`config.mk`:
```
export PLATFORM = sky130hd
export DESIGN_NAME = sfc_top
export DESIGN_NICKNAME = d
export VERILOG_FILES = /design/src/rtl/sfc_pkg.sv /design/src/rtl/sfc_top.sv /design/src/rtl/sfc_fifo.sv
export SDC_FILE = /design/constraint.sdc
export NUM_CORES = 1
export LEC_CHECK = 0
export BUFFER_PORTS_ARGS = -buffer_cell sky130_fd_sc_hd__buf_2
export CAP_MARGIN = 40
export CELL_PAD_IN_SITES_DETAIL_PLACEMENT = 1
export CELL_PAD_IN_SITES_GLOBAL_PLACEMENT = 2
export CORE_UTILIZATION = 37
export DETAILED_ROUTE_END_ITERATION = 7
export GPL_ROUTABILITY_DRIVEN = 0
export GPL_TIMING_DRIVEN = 0
export HOLD_SLACK_MARGIN = 0.02
export MAX_ROUTING_LAYER = met4
export PLACE_DENSITY_LB_ADDON = 0.3
export SLEW_MARGIN = 10
export SYNTH_ARGS = -nofsm -noshare
export SYNTH_HDL_FRONTEND = slang
export SYNTH_SLANG_ARGS = --single-unit
```
`constraint.sdc`:
```
create_clock -name mclk -period 6.8 [get_ports mclk]
set_input_delay 0.34 -clock mclk [delete_from_list [all_inputs] [get_ports mclk]]
set_output_delay 0.34 -clock mclk [all_outputs]
set_load 0.03 [all_outputs]
```
`src/rtl/sfc_pkg.sv`:
```
// sfc_pkg: register map, fields and level decode of the serial fifo config
package sfc_pkg;

	// ----------------------------------------------------------------
	// register map (byte addresses)
	// ----------------------------------------------------------------
	localparam int unsigned ADDR_W    = 8;
	localparam logic [7:0]  OFS_RFC   = 8'h00;
	localparam logic [7:0]  OFS_TFC   = 8'h04;
	localparam logic [7:0]  OFS_SETUP = 8'h08;
	localparam logic [7:0]  OFS_RST   = 8'h0C;
	localparam logic [7:0]  OFS_TST   = 8'h10;
	localparam logic [7:0]  OFS_DATA  = 8'h14;
	localparam logic [7:0]  OFS_STAT  = 8'h18;
	localparam logic [7:0]  OFS_MASK  = 8'h1C;

	// ----------------------------------------------------------------
	// field positions
	// ----------------------------------------------------------------
	localparam int BIT_FCLR  = 7;
	localparam int BIT_IS    = 6;
	localparam int BIT_TBCLR = 8;
	localparam int BIT_EN    = 0;
	localparam int DPX_LSB   = 1;
	localparam int IRQ_RX    = 0;
	localparam int IRQ_TX    = 1;

	localparam logic [1:0] DPX_HALF_RX = 2'h1;
	localparam logic [1:0] DPX_HALF_TX = 2'h2;
	localparam logic [1:0] DPX_FULL    = 2'h3;

	// ----------------------------------------------------------------
	// fill levels
	// ----------------------------------------------------------------
	localparam int unsigned FIFO_DEPTH = 4;
	localparam int unsigned LVL_W      = 3;
	localparam logic [2:0]  LVL_ZERO   = 3'h0;
	localparam logic [2:0]  LVL_ONE    = 3'h1;
	localparam logic [2:0]  LVL_TWO    = 3'h2;
	localparam logic [2:0]  LVL_THREE  = 3'h3;
	localparam logic [2:0]  LVL_FOUR   = 3'h4;
	localparam logic [2:0]  CAP_HALF   = 3'h4;
	localparam logic [2:0]  CAP_FULL   = 3'h2;

	function automatic logic [2:0] rx_trig(input logic full,
		input logic [1:0] sel);
		if (full)
			return sel[0] ? LVL_ONE : LVL_TWO;
		case (sel)
			2'h0:    return LVL_FOUR;
			2'h1:    return LVL_ONE;
			2'h2:    return LVL_TWO;
			default: return LVL_THREE;
		endcase
	endfunction

	function automatic logic [2:0] tx_trig(input logic full,
		input logic [1:0] sel);
		if (full)
			return sel[0] ? LVL_ONE : LVL_ZERO;
		case (sel)
			2'h0:    return LVL_ZERO;
			2'h1:    return LVL_ONE;
			2'h2:    return LVL_TWO;
			default: return LVL_THREE;
		endcase
	endfunction

endpackage

```
`src/rtl/sfc_top.sv`:
```
// sfc_top: apb-programmed receive/transmit fifo configuration and interrupts
//
// The APB register port and the register addresses were decided locally.
`timescale 1ns/100ps
`default_nettype none
module sfc_top #(
	parameter int unsigned FIFO_DEPTH = sfc_pkg::FIFO_DEPTH
) (
	input  wire logic                      mclk,
	input  wire logic                      reset,
	input  wire logic [sfc_pkg::ADDR_W-1:0] paddr,
	input  wire logic                      psel,
	input  wire logic                      penable,
	input  wire logic                      pwrite,
	input  wire logic [31:0]               pwdata,
	output logic      [31:0]               prdata,
	output logic                           pready,
	output logic                           pslverr,
	input  wire logic                      uart_nine_bit,
	input  wire logic                      rx_in_valid,
	input  wire logic [7:0]                rx_in_data,
	output logic                           rx_in_ready,
	output logic                           tx_out_valid,
	output logic      [7:0]                tx_out_data,
	input  wire logic                      tx_out_ready,
	output logic                           tx_buf_clear,
	output logic                           irq
);
	// ----------------------------------------------------------------
	// state
	// ----------------------------------------------------------------
	typedef struct packed {
		logic [1:0]  ril;
		logic        rx_irq_cond_sel;
		logic [1:0]  til;
		logic        tx_irq_cond_sel;
		logic        fen;
		logic [1:0]  dpx;
		logic [1:0]  sts;
		logic [1:0]  msk;
		logic        rx_hit;
		logic        tx_hit;
		logic        tbuf_clr;
		logic        pop_ok;
		logic [31:0] rdata;
	} sfc_state_t;

	sfc_state_t                  s;
	sfc_state_t                  next_s;
	logic                        en;
	logic                        full;
	logic [sfc_pkg::LVL_W-1:0]   rx_cap;
	logic [sfc_pkg::LVL_W-1:0]   tx_cap;
	logic [sfc_pkg::LVL_W-1:0]   rx_lvl;
	logic [sfc_pkg::LVL_W-1:0]   tx_lvl;
	logic [sfc_pkg::LVL_W-1:0]   rx_trg;
	logic [sfc_pkg::LVL_W-1:0]   tx_trg;
	logic                        rx_cond;
	logic                        tx_cond;
	logic                        wr;
	logic                        rd_acc;
	logic                        mapped;
	logic                        rx_clear;
	logic                        tx_clear;
	logic                        rx_pop;
	logic                        rx_head_ok;
	logic [7:0]                  rx_head;
	logic                        tx_push;

	// ----------------------------------------------------------------
	// sizing and trigger decode
	// ----------------------------------------------------------------
	// nine-bit frames would not fit a byte lane, so the fifos stay shut
	assign en   = s.fen & ~uart_nine_bit;
	assign full = (s.dpx == sfc_pkg::DPX_FULL);
	always_comb
	begin
		rx_cap = sfc_pkg::LVL_ZERO;
		tx_cap = sfc_pkg::LVL_ZERO;
		if (en && full)
		begin
			rx_cap = sfc_pkg::CAP_FULL;
			tx_cap = sfc_pkg::CAP_FULL;
		end
		else if (en && s.dpx == sfc_pkg::DPX_HALF_RX)
			rx_cap = sfc_pkg::CAP_HALF;
		else if (en && s.dpx == sfc_pkg::DPX_HALF_TX)
			tx_cap = sfc_pkg::CAP_HALF;
	end

	assign rx_trg  = sfc_pkg::rx_trig(full, s.ril);
	assign tx_trg  = sfc_pkg::tx_trig(full, s.til);
	assign rx_cond = (rx_cap != sfc_pkg::LVL_ZERO) &&
		(s.rx_irq_cond_sel ? (rx_lvl >= rx_trg) : (rx_lvl == rx_trg));
	assign tx_cond = (tx_cap != sfc_pkg::LVL_ZERO) &&
		(s.tx_irq_cond_sel ? (tx_lvl <= tx_trg) : (tx_lvl == tx_trg));

	// ----------------------------------------------------------------
	// apb slave, zero wait states
	// ----------------------------------------------------------------
	assign pready   = 1'b1;
	assign wr       = psel & penable & pwrite;
	assign rd_acc   = psel & penable & ~pwrite;
	assign pslverr  = psel & penable & ~mapped;
	assign prdata   = s.rdata;
	assign tx_buf_clear = s.tbuf_clr;
	assign irq      = |(s.sts & s.msk);
	assign rx_clear = wr && paddr == sfc_pkg::OFS_RFC &&
		pwdata[sfc_pkg::BIT_FCLR];
	assign tx_clear = wr && paddr == sfc_pkg::OFS_TFC &&
		pwdata[sfc_pkg::BIT_FCLR];
	assign tx_push  = wr && paddr == sfc_pkg::OFS_DATA;
	// pop only what the setup phase already showed, so no byte is lost
	assign rx_pop   = rd_acc && paddr == sfc_pkg::OFS_DATA && s.pop_ok;

	always_comb
	begin
		case (paddr)
			sfc_pkg::OFS_RFC, sfc_pkg::OFS_TFC, sfc_pkg::OFS_SETUP,
			sfc_pkg::OFS_RST, sfc_pkg::OFS_TST, sfc_pkg::OFS_DATA,
			sfc_pkg::OFS_STAT, sfc_pkg::OFS_MASK: mapped = 1'b1;
			default:                              mapped = 1'b0;
		endcase
	end

	always_comb
	begin
		next_s          = s;
		next_s.tbuf_clr = 1'b0;
		next_s.rx_hit   = rx_cond;
		next_s.tx_hit   = tx_cond;
		if (psel && !penable && !pwrite)
		begin
			next_s.rdata  = 32'h0000_0000;
			next_s.pop_ok = 1'b0;
			case (paddr)
				// clear bits are never placed in rdata (tbuf_clr only drives a pulse), so they read as zero
				sfc_pkg::OFS_RFC:
				begin
					next_s.rdata[sfc_pkg::BIT_IS] = s.rx_irq_cond_sel;
					next_s.rdata[1:0] = s.ril;
				end
				sfc_pkg::OFS_TFC:
				begin
					next_s.rdata[sfc_pkg::BIT_IS] = s.tx_irq_cond_sel;
					next_s.rdata[1:0] = s.til;
				end
				sfc_pkg::OFS_SETUP:
				begin
					next_s.rdata[sfc_pkg::BIT_EN] = s.fen;
					next_s.rdata[sfc_pkg::DPX_LSB+:2] = s.dpx;
				end
				sfc_pkg::OFS_RST:  next_s.rdata[2:0] = rx_lvl;
				sfc_pkg::OFS_TST:  next_s.rdata[2:0] = tx_lvl;
				sfc_pkg::OFS_DATA:
				begin
					next_s.rdata[7:0] = rx_head_ok ? rx_head : 8'h00;
					next_s.pop_ok     = rx_head_ok;
				end
				sfc_pkg::OFS_STAT: next_s.rdata[1:0] = s.sts;
				sfc_pkg::OFS_MASK: next_s.rdata[1:0] = s.msk;
				default:           next_s.rdata = 32'h0000_0000;
			endcase
		end
		if (wr)
		begin
			case (paddr)
				sfc_pkg::OFS_RFC:
				begin
					next_s.rx_irq_cond_sel = pwdata[sfc_pkg::BIT_IS];
					next_s.ril  = pwdata[1:0];
				end
				sfc_pkg::OFS_TFC:
				begin
					next_s.tx_irq_cond_sel     = pwdata[sfc_pkg::BIT_IS];
					next_s.til      = pwdata[1:0];
					next_s.tbuf_clr = pwdata[sfc_pkg::BIT_TBCLR];
				end
				sfc_pkg::OFS_SETUP:
				begin
					// order of duplex, enable and clear is up to software
					next_s.fen = pwdata[sfc_pkg::BIT_EN];
					next_s.dpx = pwdata[sfc_pkg::DPX_LSB+:2];
				end
				sfc_pkg::OFS_STAT: next_s.sts = s.sts & ~pwdata[1:0];
				sfc_pkg::OFS_MASK: next_s.msk = pwdata[1:0];
				default:           next_s.msk = s.msk;
			endcase
		end
		// a new entry into the condition wins over a same-cycle clear
		if (rx_cond && !s.rx_hit)
			next_s.sts[sfc_pkg::IRQ_RX] = 1'b1;
		if (tx_cond && !s.tx_hit)
			next_s.sts[sfc_pkg::IRQ_TX] = 1'b1;
	end

	always_ff @(posedge mclk)
	begin
		if (reset)
			s <= '0;
		else
			s <= next_s;
	end

	// ----------------------------------------------------------------
	// fifos
	// ----------------------------------------------------------------
	sfc_fifo #(.DEPTH(FIFO_DEPTH), .WIDTH(8)) u_rx_fifo (
		.mclk     (mclk),
		.reset    (reset),
		.clear    (rx_clear),
		.cap      (rx_cap),
		.wr_valid (rx_in_valid),
		.wr_data  (rx_in_data),
		.wr_ready (rx_in_ready),
		.rd_valid (rx_head_ok),
		.rd_data  (rx_head),
		.rd_ready (rx_pop),
		.level    (rx_lvl)
	);

	sfc_fifo #(.DEPTH(FIFO_DEPTH), .WIDTH(8)) u_tx_fifo (
		.mclk     (mclk),
		.reset    (reset),
		.clear    (tx_clear),
		.cap      (tx_cap),
		.wr_valid (tx_push),
		.wr_data  (pwdata[7:0]),
		.wr_ready (),
		.rd_valid (tx_out_valid),
		.rd_data  (tx_out_data),
		.rd_ready (tx_out_ready),
		.level    (tx_lvl)
	);
endmodule // sfc_top
`default_nettype wire

```
`src/rtl/sfc_fifo.sv`:
```
// sfc_fifo: byte fifo with run-time capacity and synchronous clear
`timescale 1ns/100ps
`default_nettype none
module sfc_fifo #(
	parameter int unsigned DEPTH = 4,
	parameter int unsigned WIDTH = 8
) (
	input  wire logic                       mclk,
	input  wire logic                       reset,
	input  wire logic                       clear,
	input  wire logic [$clog2(DEPTH+1)-1:0] cap,
	input  wire logic                       wr_valid,
	input  wire logic [WIDTH-1:0]           wr_data,
	output logic                            wr_ready,
	output logic                            rd_valid,
	output logic [WIDTH-1:0]                rd_data,
	input  wire logic                       rd_ready,
	output logic [$clog2(DEPTH+1)-1:0]      level
);
	localparam int unsigned PW = (DEPTH > 1) ? $clog2(DEPTH) : 1;
	localparam int unsigned CW = $clog2(DEPTH+1);

	typedef struct packed {
		logic [DEPTH-1:0][WIDTH-1:0] mem;
		logic [PW-1:0]               wp;
		logic [PW-1:0]               rp;
		logic [CW-1:0]               lvl;
	} sfc_fifo_state_t;

	sfc_fifo_state_t s;
	sfc_fifo_state_t next_s;
	logic            push;
	logic            pop;

	assign wr_ready = (s.lvl < cap);
	assign rd_valid = (s.lvl != '0);
	assign rd_data  = s.mem[s.rp];
	assign level    = s.lvl;
	assign push     = wr_valid & wr_ready;
	assign pop      = rd_ready & rd_valid;

	always_comb
	begin
		next_s = s;
		if (clear)
		begin
			// clear beats a same-cycle push or pop
			next_s.wp  = '0;
			next_s.rp  = '0;
			next_s.lvl = '0;
		end
		else
		begin
			if (push)
			begin
				next_s.mem[s.wp] = wr_data;
				next_s.wp = (s.wp == PW'(DEPTH-1)) ? '0 : s.wp + 1'b1;
			end
			if (pop)
				next_s.rp = (s.rp == PW'(DEPTH-1)) ? '0 : s.rp + 1'b1;
			if (push && !pop)
				next_s.lvl = s.lvl + 1'b1;
			else if (pop && !push)
				next_s.lvl = s.lvl - 1'b1;
		end
	end

	always_ff @(posedge mclk)
	begin
		if (reset)
			s <= '0;
		else
			s <= next_s;
	end
endmodule // sfc_fifo
`default_nettype wire

```
==> results.md <==
* Run status: completed
* Aggregate global-route resource usage at 20.5%
* Count of filler cells inserted in the layout at 1,586
* HPWL after DPL at 10,100 microns
* Final-report hold violation count at 0
* Synthesized area per cell at 9.89 sq um
* Min cycle time layout at 3.46 ns
* Predominant post-synthesis flop cell: sky130_fd_sc_hd__dfxtp_1
* Initial Util at 38.5%
* Final routed wirelength across all metal layers at 13,500 microns
* Crit Path Class: reg -> reg
* End point of the most critical hold path: tx_buf_clear
* Clk pin slew, worst setup/hold paths at 0.08 ns
* Worst setup slack for register-to-register paths at 3.34 ns
* Y dimension of the die at 120 microns
* Leakage at 2.98 nW
* Area taken by flip-flops and latches at 0.00206 sq mm
* Worst-Margin Slew at 0.816 ns
* Die area at 0.0145 sq mm
* Via count of the first global-routing pass at 4,138
* Yosys warns at 0
* Final hold slack at 0.224 ns
* Data arrival time at the worst-slack endpoint at 3.70 ns
* Share of post-route cells with drive strength above 1 at 23.3%
* Number of levels the H-tree was split into at 3
* Initial detailed-routing violation count at 140
* Number of standard cells in the final layout excluding fillers at 790
* Share of the yosys chip area belonging to registers at 39.8%
* Number of library cell types mapped by synthesis at 56
* Largest fanout on the critical path at 7
* Grt total ovfl at 0
* Setup_tns at 0 ns
* Number of detailed-route iterations in the first pass at 4
* Diodes inserted at 0
* Worst max-slew margin expressed relative to the limit at 45.6%
* Critical Path End Type: flip-flop
* Critical register-to-register path endpoint: u_rx_fifo.level[2]
* Remaining design rule violation count at 0
* Most common cell after layout, fill and taps aside: sky130_fd_sc_hd__dfxtp_1
* Number of cells on the worst reg-to-reg path at 13
* Port Buffers at 50
* Commonest cells after routing, fill and taps aside: sky130_fd_sc_hd__dfxtp_1, sky130_fd_sc_hd__nor2_1, sky130_fd_sc_hd__mux2i_1, sky130_fd_sc_hd__buf_2, sky130_fd_sc_hd__buf_4
* Num ports at 102
* Async set-or-reset flop fraction in the synthesized netlist at 0%
* Area used by multi-input combinational logic at 0.00281 sq mm
* Setup skew after layout at 0.00938 ns
* Hold Path Origin: pwdata[8]
* Unrepaired setup endpoints after global routing: no
* Post-DR wirelength/cell at 17.1 microns
* Die Span X at 120 microns
* Number of maximum-capacitance constraint violations at 0
* Hold path depth at 2
* Final Setup Violations at 0
* Required time at the worst-slack endpoint at 7.04 ns
* Floorplan row count at 42
* Highest Clock Rate at 289 MHz
* Total clock buffers created by CTS at 9
* Cell area after synthesis at 0.00518 sq mm
* Leading post-synthesis cells by cell area: sky130_fd_sc_hd__dfxtp_1, sky130_fd_sc_hd__mux2i_1, sky130_fd_sc_hd__mux4_2
* Clock tree root buffer cell: sky130_fd_sc_hd__clkbuf_16
* CTS tree: done
* Deepest clock path buffer count at 2
* Post-placement cell count at 773
* Tcrit/Tclk final at 50.9%
* Critical path launch point type: flip-flop
* Count of mapped cells out of synthesis at 524
* Worst vdd rail ir drop at 0.130 mV
* Power consumption at 1.18 mW
* Layout net count at 686
* Count of flip-flops with a built-in enable after synthesis at 0
* Number of antenna violations at the first check in global routing at 0
* Clk_lat worst skew at 0.35 ns
* Synth-to-layout area growth at 16.3%
* Core utilization of the finished layout at 44.8%
* Post-route antenna net violation count at 0
* Post-cts resize count at 0
* Flops & latches, synth at 103
* Number of clock sinks at 103
* Overall via count from detail_route at 4,013
* Reg-to-reg startpoint: s[42]
* Area leader, netlist: sky130_fd_sc_hd__dfxtp_1
* Post-synth top area share at 39.8%
* Path class of the lowest-slack min-delay path: in -> reg
* Area of the core at 0.0135 sq mm
* Total count of max-transition violations in the final report at 0
* Pwr dens at 197 mW/mm^2
* Wire length of the first global-routing pass at 21,800 microns
* Largest net degree at the start of global routing at 18
* Average via count per standard cell at 5.08
* Setup fix buffers added after clock tree synthesis at 0
* Quantity of hold-fixing buffers added after cts at 0
where the power goes:
group / switching, mW / total [mW] / internal (mW)
logic: 0.0551 / 0.0798 / 0.0247
registers: 0.000622 / 0.604 / 0.603
clock network: 0.238 / 0.501 / 0.263
worst max-delay path by stage:
stage                     startpoint                 end  depth (start not counted)
after CTS                      s[42]  u_rx_fifo.level[2]                         13
after floorplan                s[42]  u_rx_fifo.level[2]                         13
after global routing           s[42]  u_rx_fifo.level[2]                         13
after detailed placement       s[42]  u_rx_fifo.level[2]                         13
after global placement         s[42]  u_rx_fifo.level[2]                         13
final                          s[42]  u_rx_fifo.level[2]                         13
final cells by class:
cell class	count	area share (%)
plain buffers	57	5.71
clock inverters	5	0.643
repair buffers	51	4.23
multi-input cells	373	46.7
well taps	176	3.65
flip-flops and latches	103	34.2
inverters	14	0.872
clock buffers	11	4.03
per-layer routing:
layer	track usage (%)	share of wire [%]	vias up
met3	3.07	2.7	12
met4	7.33	1.3	0
met1	24.7	45	1998
met5	-	0	-
met2	34.8	50	68
li1	-	-	1935
cells in the mapped netlist, types with 3 or more instances:
cell,count
sky130_fd_sc_hd__nand3_2,5
sky130_fd_sc_hd__ha_1,19
sky130_fd_sc_hd__xor2_1,4
sky130_fd_sc_hd__mux2i_1,80
sky130_fd_sc_hd__nor2b_1,3
sky130_fd_sc_hd__inv_1,14
sky130_fd_sc_hd__dfxtp_1,103
sky130_fd_sc_hd__mux4_2,18
sky130_fd_sc_hd__nor4_1,3
sky130_fd_sc_hd__nand2_1,31
sky130_fd_sc_hd__o21ai_0,4
sky130_fd_sc_hd__nor3_1,5
sky130_fd_sc_hd__or3_1,4
sky130_fd_sc_hd__buf_4,34
sky130_fd_sc_hd__nor2_1,96
sky130_fd_sc_hd__clkbuf_1,19
sky130_fd_sc_hd__nand3_1,11
sky130_fd_sc_hd__and3_1,3
sky130_fd_sc_hd__nand4_2,5
sky130_fd_sc_hd__a21oi_1,16
worst max-delay path: stages (launching register included):
cell and delay (ns):
sky130_fd_sc_hd__dfxtp_1 0.42, sky130_fd_sc_hd__nor2b_1 0.21, sky130_fd_sc_hd__nand2_1 0.10, sky130_fd_sc_hd__or2_2 0.29, sky130_fd_sc_hd__ha_1 0.22, sky130_fd_sc_hd__or3b_2 0.46, sky130_fd_sc_hd__o32ai_2 0.41, sky130_fd_sc_hd__ha_1 0.31
sky130_fd_sc_hd__inv_1 0.06, sky130_fd_sc_hd__fa_1 0.38, sky130_fd_sc_hd__xor2_1 0.17, sky130_fd_sc_hd__nor2_1 0.12, sky130_fd_sc_hd__xnor2_1 0.13, sky130_fd_sc_hd__nor2_1 0.05
metrics by stage:
step	cell area, sq um	setup slack [ns]
finish	6030	3.34
global route	6030	3.12
CTS	6020	3.33
floorplan	5270	3.73
global placement	5740	3.43
detailed placement	5740	3.33
flip-flops by register name, indices dropped and copies added, names as in the netlist:
register,cells
prdata,8
u_rx_fifo.s,36
u_rx_fifo.level,3
s,16
u_tx_fifo.s,36
u_tx_fifo.level,3
tx_buf_clear,1
cells by family (layout without fill, tap and decap cells):
group / after synthesis / count (layout) / synth area share [%]
AO/OA/AOI/OAI: 35 / 35 / 4.44
XOR/XNOR: 6 / 6 / 1.01
adder cells (fa/ha/maj): 21 / 21 / 5.36
buffers and inverters: 71 / 138 / 7.65
flip-flops: 103 / 103 / 39.8
multiplexers: 100 / 100 / 23.7
other: 2 / 25 / 0.145
AND/OR/NAND/NOR: 186 / 186 / 17.9
Note: power is estimated with default switching activity, not from simulation.
